===== src/pkg/smh_regs.svh =====
// Constants for the health command handler and its controller.
`ifndef SMH_REGS_SVH
`define SMH_REGS_SVH

// Command and sub-command codes
`define SMH_CMD_HEALTH   8'hb0
`define SMH_FEAT_READ    8'hd0
`define SMH_FEAT_EN      8'hd8
`define SMH_FEAT_DIS     8'hd9
`define SMH_SIG_MID      8'h4f
`define SMH_SIG_HIGH     8'hc2

// Status and error bit positions
`define SMH_ST_BSY       7
`define SMH_ST_DRDY      6
`define SMH_ST_DF        5
`define SMH_ST_DRQ       3
`define SMH_ST_ERR       0
`define SMH_ER_ABRT      2
`define SMH_ST_RESET     8'h40

// Health structure byte offsets
`define SMH_B_REV        9'd0
`define SMH_B_OFFLINE    9'd362
`define SMH_B_SELFTEST   9'd364
`define SMH_B_CAP        9'd368
`define SMH_B_POLL_SHORT 9'd372
`define SMH_B_POLL_EXT   9'd373
`define SMH_B_POLL_CONV  9'd374
`define SMH_B_INIT_BAD   9'd396
`define SMH_B_RT_BAD     9'd398
`define SMH_B_SPARE      9'd400
`define SMH_B_ERASE      9'd401
`define SMH_LAST_WORD    8'hff

// Controller register byte addresses
`define SMH_A_CTRL       8'h00
`define SMH_A_STAT       8'h04
`define SMH_A_DATA       8'h08
`define SMH_A_IRQ        8'h0c
`define SMH_A_MASK       8'h10

// Controller field positions
`define SMH_C_GO         0
`define SMH_C_OP_LSB     1
`define SMH_C_DEV        4
`define SMH_I_DONE       0
`define SMH_I_ERR        1
`define SMH_I_DRQ        2
`define SMH_S_BUSY       16
`define SMH_S_EN         17
`define SMH_S_DEV        18

`endif


===== src/pkg/smh_pkg.sv =====
// Types shared by the health command handler and its controller.
package smh_pkg;
   typedef enum logic [1:0] {SMH_D_IDLE, SMH_D_EXEC, SMH_D_XFER} smh_dst_t;
   typedef enum logic [2:0] {SMH_H_IDLE, SMH_H_CMD, SMH_H_WAIT,
                             SMH_H_XFER} smh_hst_t;
   typedef enum logic [1:0] {SMH_OP_READ, SMH_OP_EN, SMH_OP_DIS,
                             SMH_OP_BAD} smh_op_t;
endpackage : smh_pkg


===== src/pkg/smh_if.sv =====
// Taskfile link between the health controller and the storage device.
`timescale 1ns/100ps
`default_nettype none
interface smh_if;
   logic [7:0]  tf_feat;
   logic [7:0]  tf_lba_mid;
   logic [7:0]  tf_lba_high;
   logic        tf_dev;
   logic [7:0]  tf_cmd;
   logic        cmd_wr;
   logic        data_rd;
   logic [7:0]  st_flags;
   logic [7:0]  err_flags;
   logic        dev_echo;
   logic [15:0] rd_word;

   modport dev  (input  tf_feat, tf_lba_mid, tf_lba_high, tf_dev, tf_cmd,
                        cmd_wr, data_rd,
                 output st_flags, err_flags, dev_echo, rd_word);
   modport host (output tf_feat, tf_lba_mid, tf_lba_high, tf_dev, tf_cmd,
                        cmd_wr, data_rd,
                 input  st_flags, err_flags, dev_echo, rd_word);
endinterface : smh_if
`default_nettype wire


===== src/hw/smh_dev.sv =====
// Device end: decodes health sub-commands and streams the health block.
// Operation
// Read command returns whole health block
// Revision, offline, self-test, capability byte places
// Poll times at bytes 372, 373, 374
// Bad block counts, MSB at lower byte
// Spare, erase count, checksum in byte 511
// Enable is B0h with D8h, non-data
// Enable turns health monitoring on
// Disable is B0h with D9h, non-data
// Host reads only when ready and enabled
// Success clears BSY, DF, DRQ, ERR; sets DRDY
// Device-select bit reported back unchanged
// Read is B0h with D0h, PIO data-in
// Disable turns monitoring off, needs enabled
// Signature 4Fh/C2h required, else abort
// Read/disable while disabled aborts with error
//
// Chosen here: the address map and the AHB-Lite interface to the registers.
`timescale 1ns/100ps
`default_nettype none
`include "smh_regs.svh"
module smh_dev #(
   parameter logic [15:0] REV_CODE   = 16'h0001,
   parameter logic [7:0]  OFFLINE_ST = 8'h00,
   parameter logic [15:0] SELFTEST   = 16'h0000,
   parameter logic [15:0] CAPABILITY = 16'h0003,
   parameter logic [7:0]  POLL_SHORT = 8'h01,
   parameter logic [7:0]  POLL_EXT   = 8'h0a,
   parameter logic [7:0]  POLL_CONV  = 8'h02
) (
   input  wire logic        clk_i,
   input  wire logic        reset_n_i,
   smh_if.dev               link,
   input  wire logic [15:0] init_bad_i,
   input  wire logic [15:0] rt_bad_i,
   input  wire logic [7:0]  spare_i,
   input  wire logic [15:0] erase_i,
   output logic             enabled_o,
   output logic             busy_o
);

   typedef struct packed {
      smh_pkg::smh_dst_t st;
      logic              en;
      logic [7:0]        stat;
      logic [7:0]        err;
      logic              dev;
      logic [7:0]        feat;
      logic              sig_ok;
      logic              is_health;
      logic [7:0]        idx;
      logic [7:0]        sum;
      logic [15:0]       word;
      logic [15:0]       ib;
      logic [15:0]       rb;
      logic [7:0]        sp;
      logic [15:0]       er;
   } smh_dev_state_t;

   smh_dev_state_t s_q;
   smh_dev_state_t s_d;

   // One byte of the health block, from the snapshot taken at command start
   function automatic logic [7:0] byte_at(input logic [8:0]   a,
                                          input smh_dev_state_t s);
      logic [7:0] b;
      b = 8'h00;
      case (a)
         `SMH_B_REV:             b = REV_CODE[7:0];
         `SMH_B_REV+9'd1:        b = REV_CODE[15:8];
         `SMH_B_OFFLINE:         b = OFFLINE_ST;
         `SMH_B_SELFTEST:        b = SELFTEST[7:0];
         `SMH_B_SELFTEST+9'd1:   b = SELFTEST[15:8];
         `SMH_B_CAP:             b = CAPABILITY[7:0];
         `SMH_B_CAP+9'd1:        b = CAPABILITY[15:8];
         `SMH_B_POLL_SHORT:      b = POLL_SHORT;
         `SMH_B_POLL_EXT:        b = POLL_EXT;
         `SMH_B_POLL_CONV:       b = POLL_CONV;
         `SMH_B_INIT_BAD:        b = s.ib[15:8];
         `SMH_B_INIT_BAD+9'd1:   b = s.ib[7:0];
         `SMH_B_RT_BAD:          b = s.rb[15:8];
         `SMH_B_RT_BAD+9'd1:     b = s.rb[7:0];
         `SMH_B_SPARE:           b = s.sp;
         `SMH_B_ERASE:           b = s.er[15:8];
         `SMH_B_ERASE+9'd1:      b = s.er[7:0];
         default:                b = 8'h00;
      endcase
      return b;
   endfunction : byte_at

   // Loads word k into the output and accumulates the checksum
   function automatic smh_dev_state_t load_word(input logic [7:0] k,
                                                input smh_dev_state_t s);
      smh_dev_state_t r;
      logic [7:0]     lo;
      logic [7:0]     hi;
      r  = s;
      lo = byte_at({k, 1'b0}, s);
      if (k == `SMH_LAST_WORD) begin
         hi = 8'(8'h00 - s.sum - lo);
      end else begin
         hi = byte_at({k, 1'b1}, s);
      end
      r.idx  = k;
      r.word = {hi, lo};
      r.sum  = 8'(s.sum + lo + hi);
      return r;
   endfunction : load_word

   // Status after a command that failed its checks
   function automatic smh_dev_state_t abort_cmd(input smh_dev_state_t s);
      smh_dev_state_t r;
      r      = s;
      r.stat = 8'h00;
      r.stat[`SMH_ST_DRDY] = 1'b1;
      r.stat[`SMH_ST_ERR]  = 1'b1;
      r.err  = 8'h00;
      r.err[`SMH_ER_ABRT]  = 1'b1;
      r.st   = smh_pkg::SMH_D_IDLE;
      return r;
   endfunction : abort_cmd

   // Clean completion status
   function automatic smh_dev_state_t finish_ok(input smh_dev_state_t s);
      smh_dev_state_t r;
      r      = s;
      r.stat = 8'h00;
      r.stat[`SMH_ST_DRDY] = 1'b1;
      r.err  = 8'h00;
      r.st   = smh_pkg::SMH_D_IDLE;
      return r;
   endfunction : finish_ok

   // Command decode and transfer sequencing
   always_comb begin
      s_d = s_q;
      case (s_q.st)
         smh_pkg::SMH_D_IDLE: begin
            if (link.cmd_wr) begin
               s_d.dev       = link.tf_dev;
               s_d.feat      = link.tf_feat;
               s_d.is_health = (link.tf_cmd == `SMH_CMD_HEALTH);
               s_d.sig_ok    = (link.tf_lba_mid == `SMH_SIG_MID) &&
                               (link.tf_lba_high == `SMH_SIG_HIGH);
               s_d.ib        = init_bad_i;
               s_d.rb        = rt_bad_i;
               s_d.sp        = spare_i;
               s_d.er        = erase_i;
               s_d.stat      = 8'h00;
               s_d.stat[`SMH_ST_BSY] = 1'b1;
               s_d.st        = smh_pkg::SMH_D_EXEC;
            end
         end
         smh_pkg::SMH_D_EXEC: begin
            if (!s_q.is_health || !s_q.sig_ok) begin
               s_d = abort_cmd(s_q);
            end else begin
               case (s_q.feat)
                  `SMH_FEAT_EN: begin
                     s_d    = finish_ok(s_q);
                     s_d.en = 1'b1;
                  end
                  `SMH_FEAT_DIS: begin
                     if (!s_q.en) begin
                        s_d = abort_cmd(s_q);
                     end else begin
                        s_d    = finish_ok(s_q);
                        s_d.en = 1'b0;
                     end
                  end
                  `SMH_FEAT_READ: begin
                     if (!s_q.en) begin
                        s_d = abort_cmd(s_q);
                     end else begin
                        s_d.sum  = 8'h00;
                        s_d      = load_word(8'h00, s_d);
                        s_d.stat = 8'h00;
                        s_d.stat[`SMH_ST_DRDY] = 1'b1;
                        s_d.stat[`SMH_ST_DRQ]  = 1'b1;
                        s_d.err  = 8'h00;
                        s_d.st   = smh_pkg::SMH_D_XFER;
                     end
                  end
                  default: s_d = abort_cmd(s_q);
               endcase
            end
         end
         smh_pkg::SMH_D_XFER: begin
            if (link.data_rd) begin
               if (s_q.idx == `SMH_LAST_WORD) begin
                  s_d = finish_ok(s_q);
               end else begin
                  s_d = load_word(8'(s_q.idx + 8'h01), s_q);
               end
            end
         end
         default: s_d.st = smh_pkg::SMH_D_IDLE;
      endcase
   end

   // State register, reset to ready and disabled
   always_ff @(posedge clk_i) begin
      if (!reset_n_i) begin
         s_q      <= '0;
         s_q.stat <= `SMH_ST_RESET;
      end else begin
         s_q <= s_d;
      end
   end

   // Link and user outputs straight from the state register
   assign link.st_flags  = s_q.stat;
   assign link.err_flags = s_q.err;
   assign link.dev_echo  = s_q.dev;
   assign link.rd_word   = s_q.word;
   assign enabled_o      = s_q.en;
   assign busy_o         = (s_q.st != smh_pkg::SMH_D_IDLE);

endmodule : smh_dev
`default_nettype wire


===== src/flat_wrapper.sv =====
// flat-port wrapper written by rule: the top's interface ports become plain ports
module smh_dev_flat 
#(
   parameter logic [15:0] REV_CODE   = 16'h0001,
   parameter logic [7:0]  OFFLINE_ST = 8'h00,
   parameter logic [15:0] SELFTEST   = 16'h0000,
   parameter logic [15:0] CAPABILITY = 16'h0003,
   parameter logic [7:0]  POLL_SHORT = 8'h01,
   parameter logic [7:0]  POLL_EXT   = 8'h0a,
   parameter logic [7:0]  POLL_CONV  = 8'h02
)
  (clk_i, reset_n_i, init_bad_i, rt_bad_i, spare_i, erase_i, enabled_o, busy_o, link_tf_feat, link_tf_lba_mid, link_tf_lba_high, link_tf_dev, link_tf_cmd, link_cmd_wr, link_data_rd, link_st_flags, link_err_flags, link_dev_echo, link_rd_word);
  smh_if link_i ();
  input  wire logic clk_i;
  input  wire logic reset_n_i;
  input  wire logic [15:0] init_bad_i;
  input  wire logic [15:0] rt_bad_i;
  input  wire logic [7:0] spare_i;
  input  wire logic [15:0] erase_i;
  output logic enabled_o;
  output logic busy_o;
  input wire logic [$bits(link_i.tf_feat)-1:0] link_tf_feat;
  input wire logic [$bits(link_i.tf_lba_mid)-1:0] link_tf_lba_mid;
  input wire logic [$bits(link_i.tf_lba_high)-1:0] link_tf_lba_high;
  input wire logic [$bits(link_i.tf_dev)-1:0] link_tf_dev;
  input wire logic [$bits(link_i.tf_cmd)-1:0] link_tf_cmd;
  input wire logic [$bits(link_i.cmd_wr)-1:0] link_cmd_wr;
  input wire logic [$bits(link_i.data_rd)-1:0] link_data_rd;
  output wire logic [$bits(link_i.st_flags)-1:0] link_st_flags;
  output wire logic [$bits(link_i.err_flags)-1:0] link_err_flags;
  output wire logic [$bits(link_i.dev_echo)-1:0] link_dev_echo;
  output wire logic [$bits(link_i.rd_word)-1:0] link_rd_word;
  assign link_i.tf_feat = link_tf_feat;
  assign link_i.tf_lba_mid = link_tf_lba_mid;
  assign link_i.tf_lba_high = link_tf_lba_high;
  assign link_i.tf_dev = link_tf_dev;
  assign link_i.tf_cmd = link_tf_cmd;
  assign link_i.cmd_wr = link_cmd_wr;
  assign link_i.data_rd = link_data_rd;
  assign link_st_flags = link_i.st_flags;
  assign link_err_flags = link_i.err_flags;
  assign link_dev_echo = link_i.dev_echo;
  assign link_rd_word = link_i.rd_word;
  smh_dev #(.REV_CODE(REV_CODE), .OFFLINE_ST(OFFLINE_ST), .SELFTEST(SELFTEST), .CAPABILITY(CAPABILITY), .POLL_SHORT(POLL_SHORT), .POLL_EXT(POLL_EXT), .POLL_CONV(POLL_CONV)) u_core (.clk_i(clk_i), .reset_n_i(reset_n_i), .link(link_i), .init_bad_i(init_bad_i), .rt_bad_i(rt_bad_i), .spare_i(spare_i), .erase_i(erase_i), .enabled_o(enabled_o), .busy_o(busy_o));
endmodule

===== config.mk =====
export PLATFORM = sky130hd
export DESIGN_NAME = smh_dev_flat
export DESIGN_NICKNAME = d
export VERILOG_FILES = /design/src/pkg/smh_pkg.sv /design/src/pkg/smh_if.sv /design/src/hw/smh_dev.sv /design/src/flat_wrapper.sv
export VERILOG_INCLUDE_DIRS = /design/src /design/src/pkg
export SDC_FILE = /design/constraint.sdc
export NUM_CORES = 1
export LEC_CHECK = 0
export ABC_CLOCK_PERIOD_IN_PS = 7230
export BUFFER_PORTS_ARGS = -buffer_cell sky130_fd_sc_hd__buf_2
export CAP_MARGIN = 40
export CORE_MARGIN = 1.5
export CORE_UTILIZATION = 50
export DETAILED_ROUTE_END_ITERATION = 16
export PLACE_DENSITY = 0.74
export RECOVER_POWER = 50
export SLEW_MARGIN = 20
export SYNTH_ARGS = -nofsm -noshare
export SYNTH_HDL_FRONTEND = slang
export SYNTH_SLANG_ARGS = --single-unit

===== constraint.sdc =====
create_clock -name clk_i -period 7.23 [get_ports clk_i]
set_input_delay 1.446 -clock clk_i [delete_from_list [all_inputs] [get_ports clk_i]]
set_output_delay 1.446 -clock clk_i [all_outputs]
set_load 0.01 [all_outputs]

==> results.py <==
metrics = {
    "run_status": {
        "status": "finished with violations",
        "violations": "capacitance limit, slew limit",
    },
    "power_and_ir_drop": {
        "leakage_nw": 2.72,
        "swShare_pct": 27.4,
        "total_power_w": 0.00125,
        "internal-power_w": 0.000909,
        "power.density_mw_per_mm2": 190,
        "seqPwrFrac_pct": 50.7,
        "ir_worst_vdd_mv": 0.129,
        "p_sw_w": 0.000342,
        "clkPwrFrac_pct": 39.1,
        "power_frac_comb_pct": 10.3,
    },
    "sta": {
        "setup_tns_ns": 0,
        "finClkSkew_ns": 0.00820,
        "period_share_pct": 90.7,
        "rsz0062_at_grt": "false",
        "max_freq_mhz": 153,
        "slew_headroom_pct": -59.1,
        "fin_ws_ns": 0.674,
        "layout_min_cycle_time_ns": 6.56,
        "setup_viol": 0,
        "hold_violations": 0,
        "worstMarginPinSlew_ns": 2.39,
        "drv_slew": 140,
    },
    "floorplanning": {
        "die_x_um": 111,
        "io-pin-count": 128,
        "core_mm2": 0.0114,
        "start_util_pct": 51.5,
        "rows": 39,
        "die_y_um": 111,
        "dieArea_mm2": 0.0124,
    },
    "worst_hold_path": {
        "hold_path_class": "flop to flop",
        "holdPathStages": 2,
    },
    "worst_setup_path": {
        "crit_end": "u_core.s_q[79]",
        "cp-end-kind": "flop",
        "timing.rr.start": "u_core.s_q[80]",
        "critPathKind": "flop to flop",
        "start_kind": "flop",
        "required_ns": 7.52,
        "path_cells": "ha_2 > nand3_1 > nor2b_1 > a31oi_1 > nor3b_1 > a222oi_1 > a21boi_1 > ha_1 > ha_1 > a21o_1 > a21oi_1 > xnor2_1 > a221oi_1 > fa_1 > inv_1 > ha_1 > a21o_1 > a21o_1 > a21oi_1 > xnor2_1 > xnor2_1 > or4_1 > nand3_1",
        "rr_endpoint": "u_core.s_q[79]",
        "critPathArrivalTime_ns": 6.85,
        "r2r_slack_ns": 0.67,
        "cpPeakStageDelay_ns": 0.53,
        "reg2reg_depth": 23,
        "slowest_stage": "dfxtp_1",
        "crit_fanout": 15,
        "cp-startpoint": "u_core.s_q[80]",
    },
    "placed_design": {
        "post-place-ws_ns": 0.468,
        "placed_cell_area_mm2": 0.00633,
        "hpwl_um": 10600,
        "gp_congestion": 0.834,
        "numPortBuffers": 116,
    },
    "yosys": {
        "yosys_warnings": 0,
        "synth_simple_gate_area_share_pct": 20.7,
        "synth_top_area_share_pct": 36.5,
        "seq_area_frac_synth_pct": 36.5,
        "synthTopCellsByArea": "dfxtp_1 (36%), nand2_1 (9.7%), a21oi_1 (7.6%)",
        "avgSynthCellArea_um2": 8.00,
        "yosys_most_used_dff": "dfxtp_1",
        "synth_compound_area_share_pct": 20.9,
        "syn_inst": 734,
        "synth_edf_count": 0,
        "netlist_area_mm2": 0.00588,
        "synth.largest_area_cell": "dfxtp_1",
        "synthMuxAreaShare_pct": 0.703,
        "synth_fa_ha_area_share_pct": 9.07,
        "ys_seq_elements": 107,
        "async_flop_share_pct": 0,
        "synth_xor_area_share_pct": 2.62,
        "ys_types": 62,
        "synth_top_family_by_area": "compound AO/OA/AOI/OAI gates",
    },
    "detailed_routing": {
        "vias": 5246,
        "ant_nets": 0,
        "avgRoutedWirePerCell_um": 15.5,
        "drc": 0,
        "drt-total-wl_um": 14700,
        "dr.pass1.iters": 5,
        "avgViaCountPerCell": 5.53,
        "initialDrtViolationCount": 318,
    },
    "grt": {
        "grt_pass1_vias": 4964,
        "grt.overflow.total": 0,
        "grt_usage_pct": 23.9,
        "grt_pass1_wl_um": 24200,
        "antenna_found_initial": 0,
        "grt_start_max_net_pins": 68,
    },
    "flow_run": {
        "maxCapViolCount": 3,
    },
    "clock_network": {
        "clk_pin_slew_ns": 0.08,
        "cts_htree_levels": 3,
        "root_buffer": "clkbuf_16",
        "clock_latency_ns": 0.35,
        "cts_tree": "yes",
        "post_cts_buffers": 0,
        "cts_buffers": 9,
        "clock_sinks": 107,
        "clockBufferDepth": 2,
    },
    "finish": {
        "fin_util_pct": 57.6,
        "area_delta_synth_final_pct": 11.9,
        "nNetsFinal": 930,
        "drive_gt1_share_pct": 15.2,
        "diodes": 0,
        "final_area_mm2": 0.00658,
    },
}
## cell type report
cell class                      instances  area, um^2
Fill cell                            1097        4840
Multi-Input combinational cell        526        3230
Sequential cell                       107        2140
Timing Repair Buffer                  125         619
Clock buffer                            9         225
Tap cell                              143         179
Inverter                               31         116
Clock inverter                          7        70.1
## cells in the final DEF, fill, tap and decap left out, types with 3 or more instances in the layout
cell type	instances
a211oi_1	4
a21boi_0	5
a21boi_1	3
a21o_1	14
a21oi_1	89
a221o_1	3
a221oi_1	3
a222oi_1	9
a22o_1	4
a22oi_1	16
a2bb2oi_1	10
and2_1	4
and4_1	4
buf_2	92
buf_4	5
clkbuf_1	27
clkbuf_16	9
conb_1	11
dfxtp_1	107
fa_1	8
ha_1	28
inv_1	30
mux2i_1	3
nand2_1	152
nand2b_1	5
nand3_1	9
nand4_1	6
nand4b_1	4
nor2_1	50
nor2b_1	5
nor3_1	4
nor3b_1	6
o21ai_0	12
xnor2_1	7
xor2_1	8
## sequential cells by signal, indices dropped and copies added, names as in the netlist
signal	count
u_core.enabled_o	1
u_core.link.dev_echo	1
u_core.link.err_flags	1
u_core.link.rd_word	16
u_core.link.st_flags	4
u_core.s_q	84
## worst min path at each step
| stage | end | start | slack, ns |
|---|---|---|---|
| floorplan | u_core.s_q[92] | u_core.s_q[92] | 0.43 |
| global placement | u_core.s_q[92] | u_core.s_q[92] | 0.44 |
| detailed placement | u_core.link.rd_word[11] | u_core.link.rd_word[11] | 0.45 |
| CTS | u_core.s_q[89] | u_core.s_q[89] | 0.46 |
| global route | u_core.s_q[88] | u_core.s_q[88] | 0.48 |
| finish | u_core.s_q[89] | u_core.s_q[89] | 0.46 |
## cells in the mapped netlist (all sizes together) (3+ instances only)
cell	n
nand2	152
dfxtp	107
a21oi	90
nor2	50
clkbuf	42
buf	38
inv	31
ha	29
a22oi	16
a21o	14
o21ai	13
a2bb2oi	10
a222oi	9
nand3	9
a21boi	8
fa	8
xor2	8
xnor2	7
nand4	6
nor3b	6
and2	5
nand2b	5
nor2b	5
nor3	5
a211oi	4
a22o	4
and4	4
nand4b	4
a221o	3
a221oi	3
mux2i	3
or3	3
## kinds of logic (layout without fill, tap and decap cells)
kind of cell	Yosys count	in the layout
simple gates	269	269
xor+xnor	16	16
other cells	1	11
mux	4	4
flops	107	107
compound gates	188	188
buf+inv	111	172
fa+ha+maj	38	38
## power by group through the flow
stage / Combinational (W) / Sequential [W] / Clock, W
floorplan: 0.0000884 / 0.000641 / 0
global placement: 0.000122 / 0.000646 / 0
detailed placement: 0.000130 / 0.000647 / 0
CTS: 0.000130 / 0.000633 / 0.000497
global route: 0.000145 / 0.000637 / 0.000517
finish: 0.000128 / 0.000634 / 0.000489
## worst max-delay path, delay by kind of cell, from the launching register on
kind | cells | cell delay (ns)
fa+ha+maj | 5 | 1.80
buf+inv | 1 | 0.08
flops | 1 | 0.53
compound gates | 9 | 2.59
simple gates | 5 | 1.14
xor+xnor | 3 | 0.35
## metrics by stage
stage | hold slack [ns] | instances
floorplan | 0.431 | 744
global placement | 0.440 | 929
detailed placement | 0.447 | 931
CTS | 0.458 | 947
global route | 0.478 | 948
finish | 0.455 | 948
## layer usage
layer	GRT usage [%]	wire (um)	vias up
met5	0	0	-
met4	7.59	255	0
met3	4.35	888	21
met2	38.6	6760	181
met1	32.7	6820	2428
li1	-	-	2616
## what timing repair did
action / 4_1_cts / 5_1_grt
setup endpoints to repair: 0 / 1
hold buffers: 0 / 0
resized for setup: 0 / 3
(Power assumes the default switching activity.)
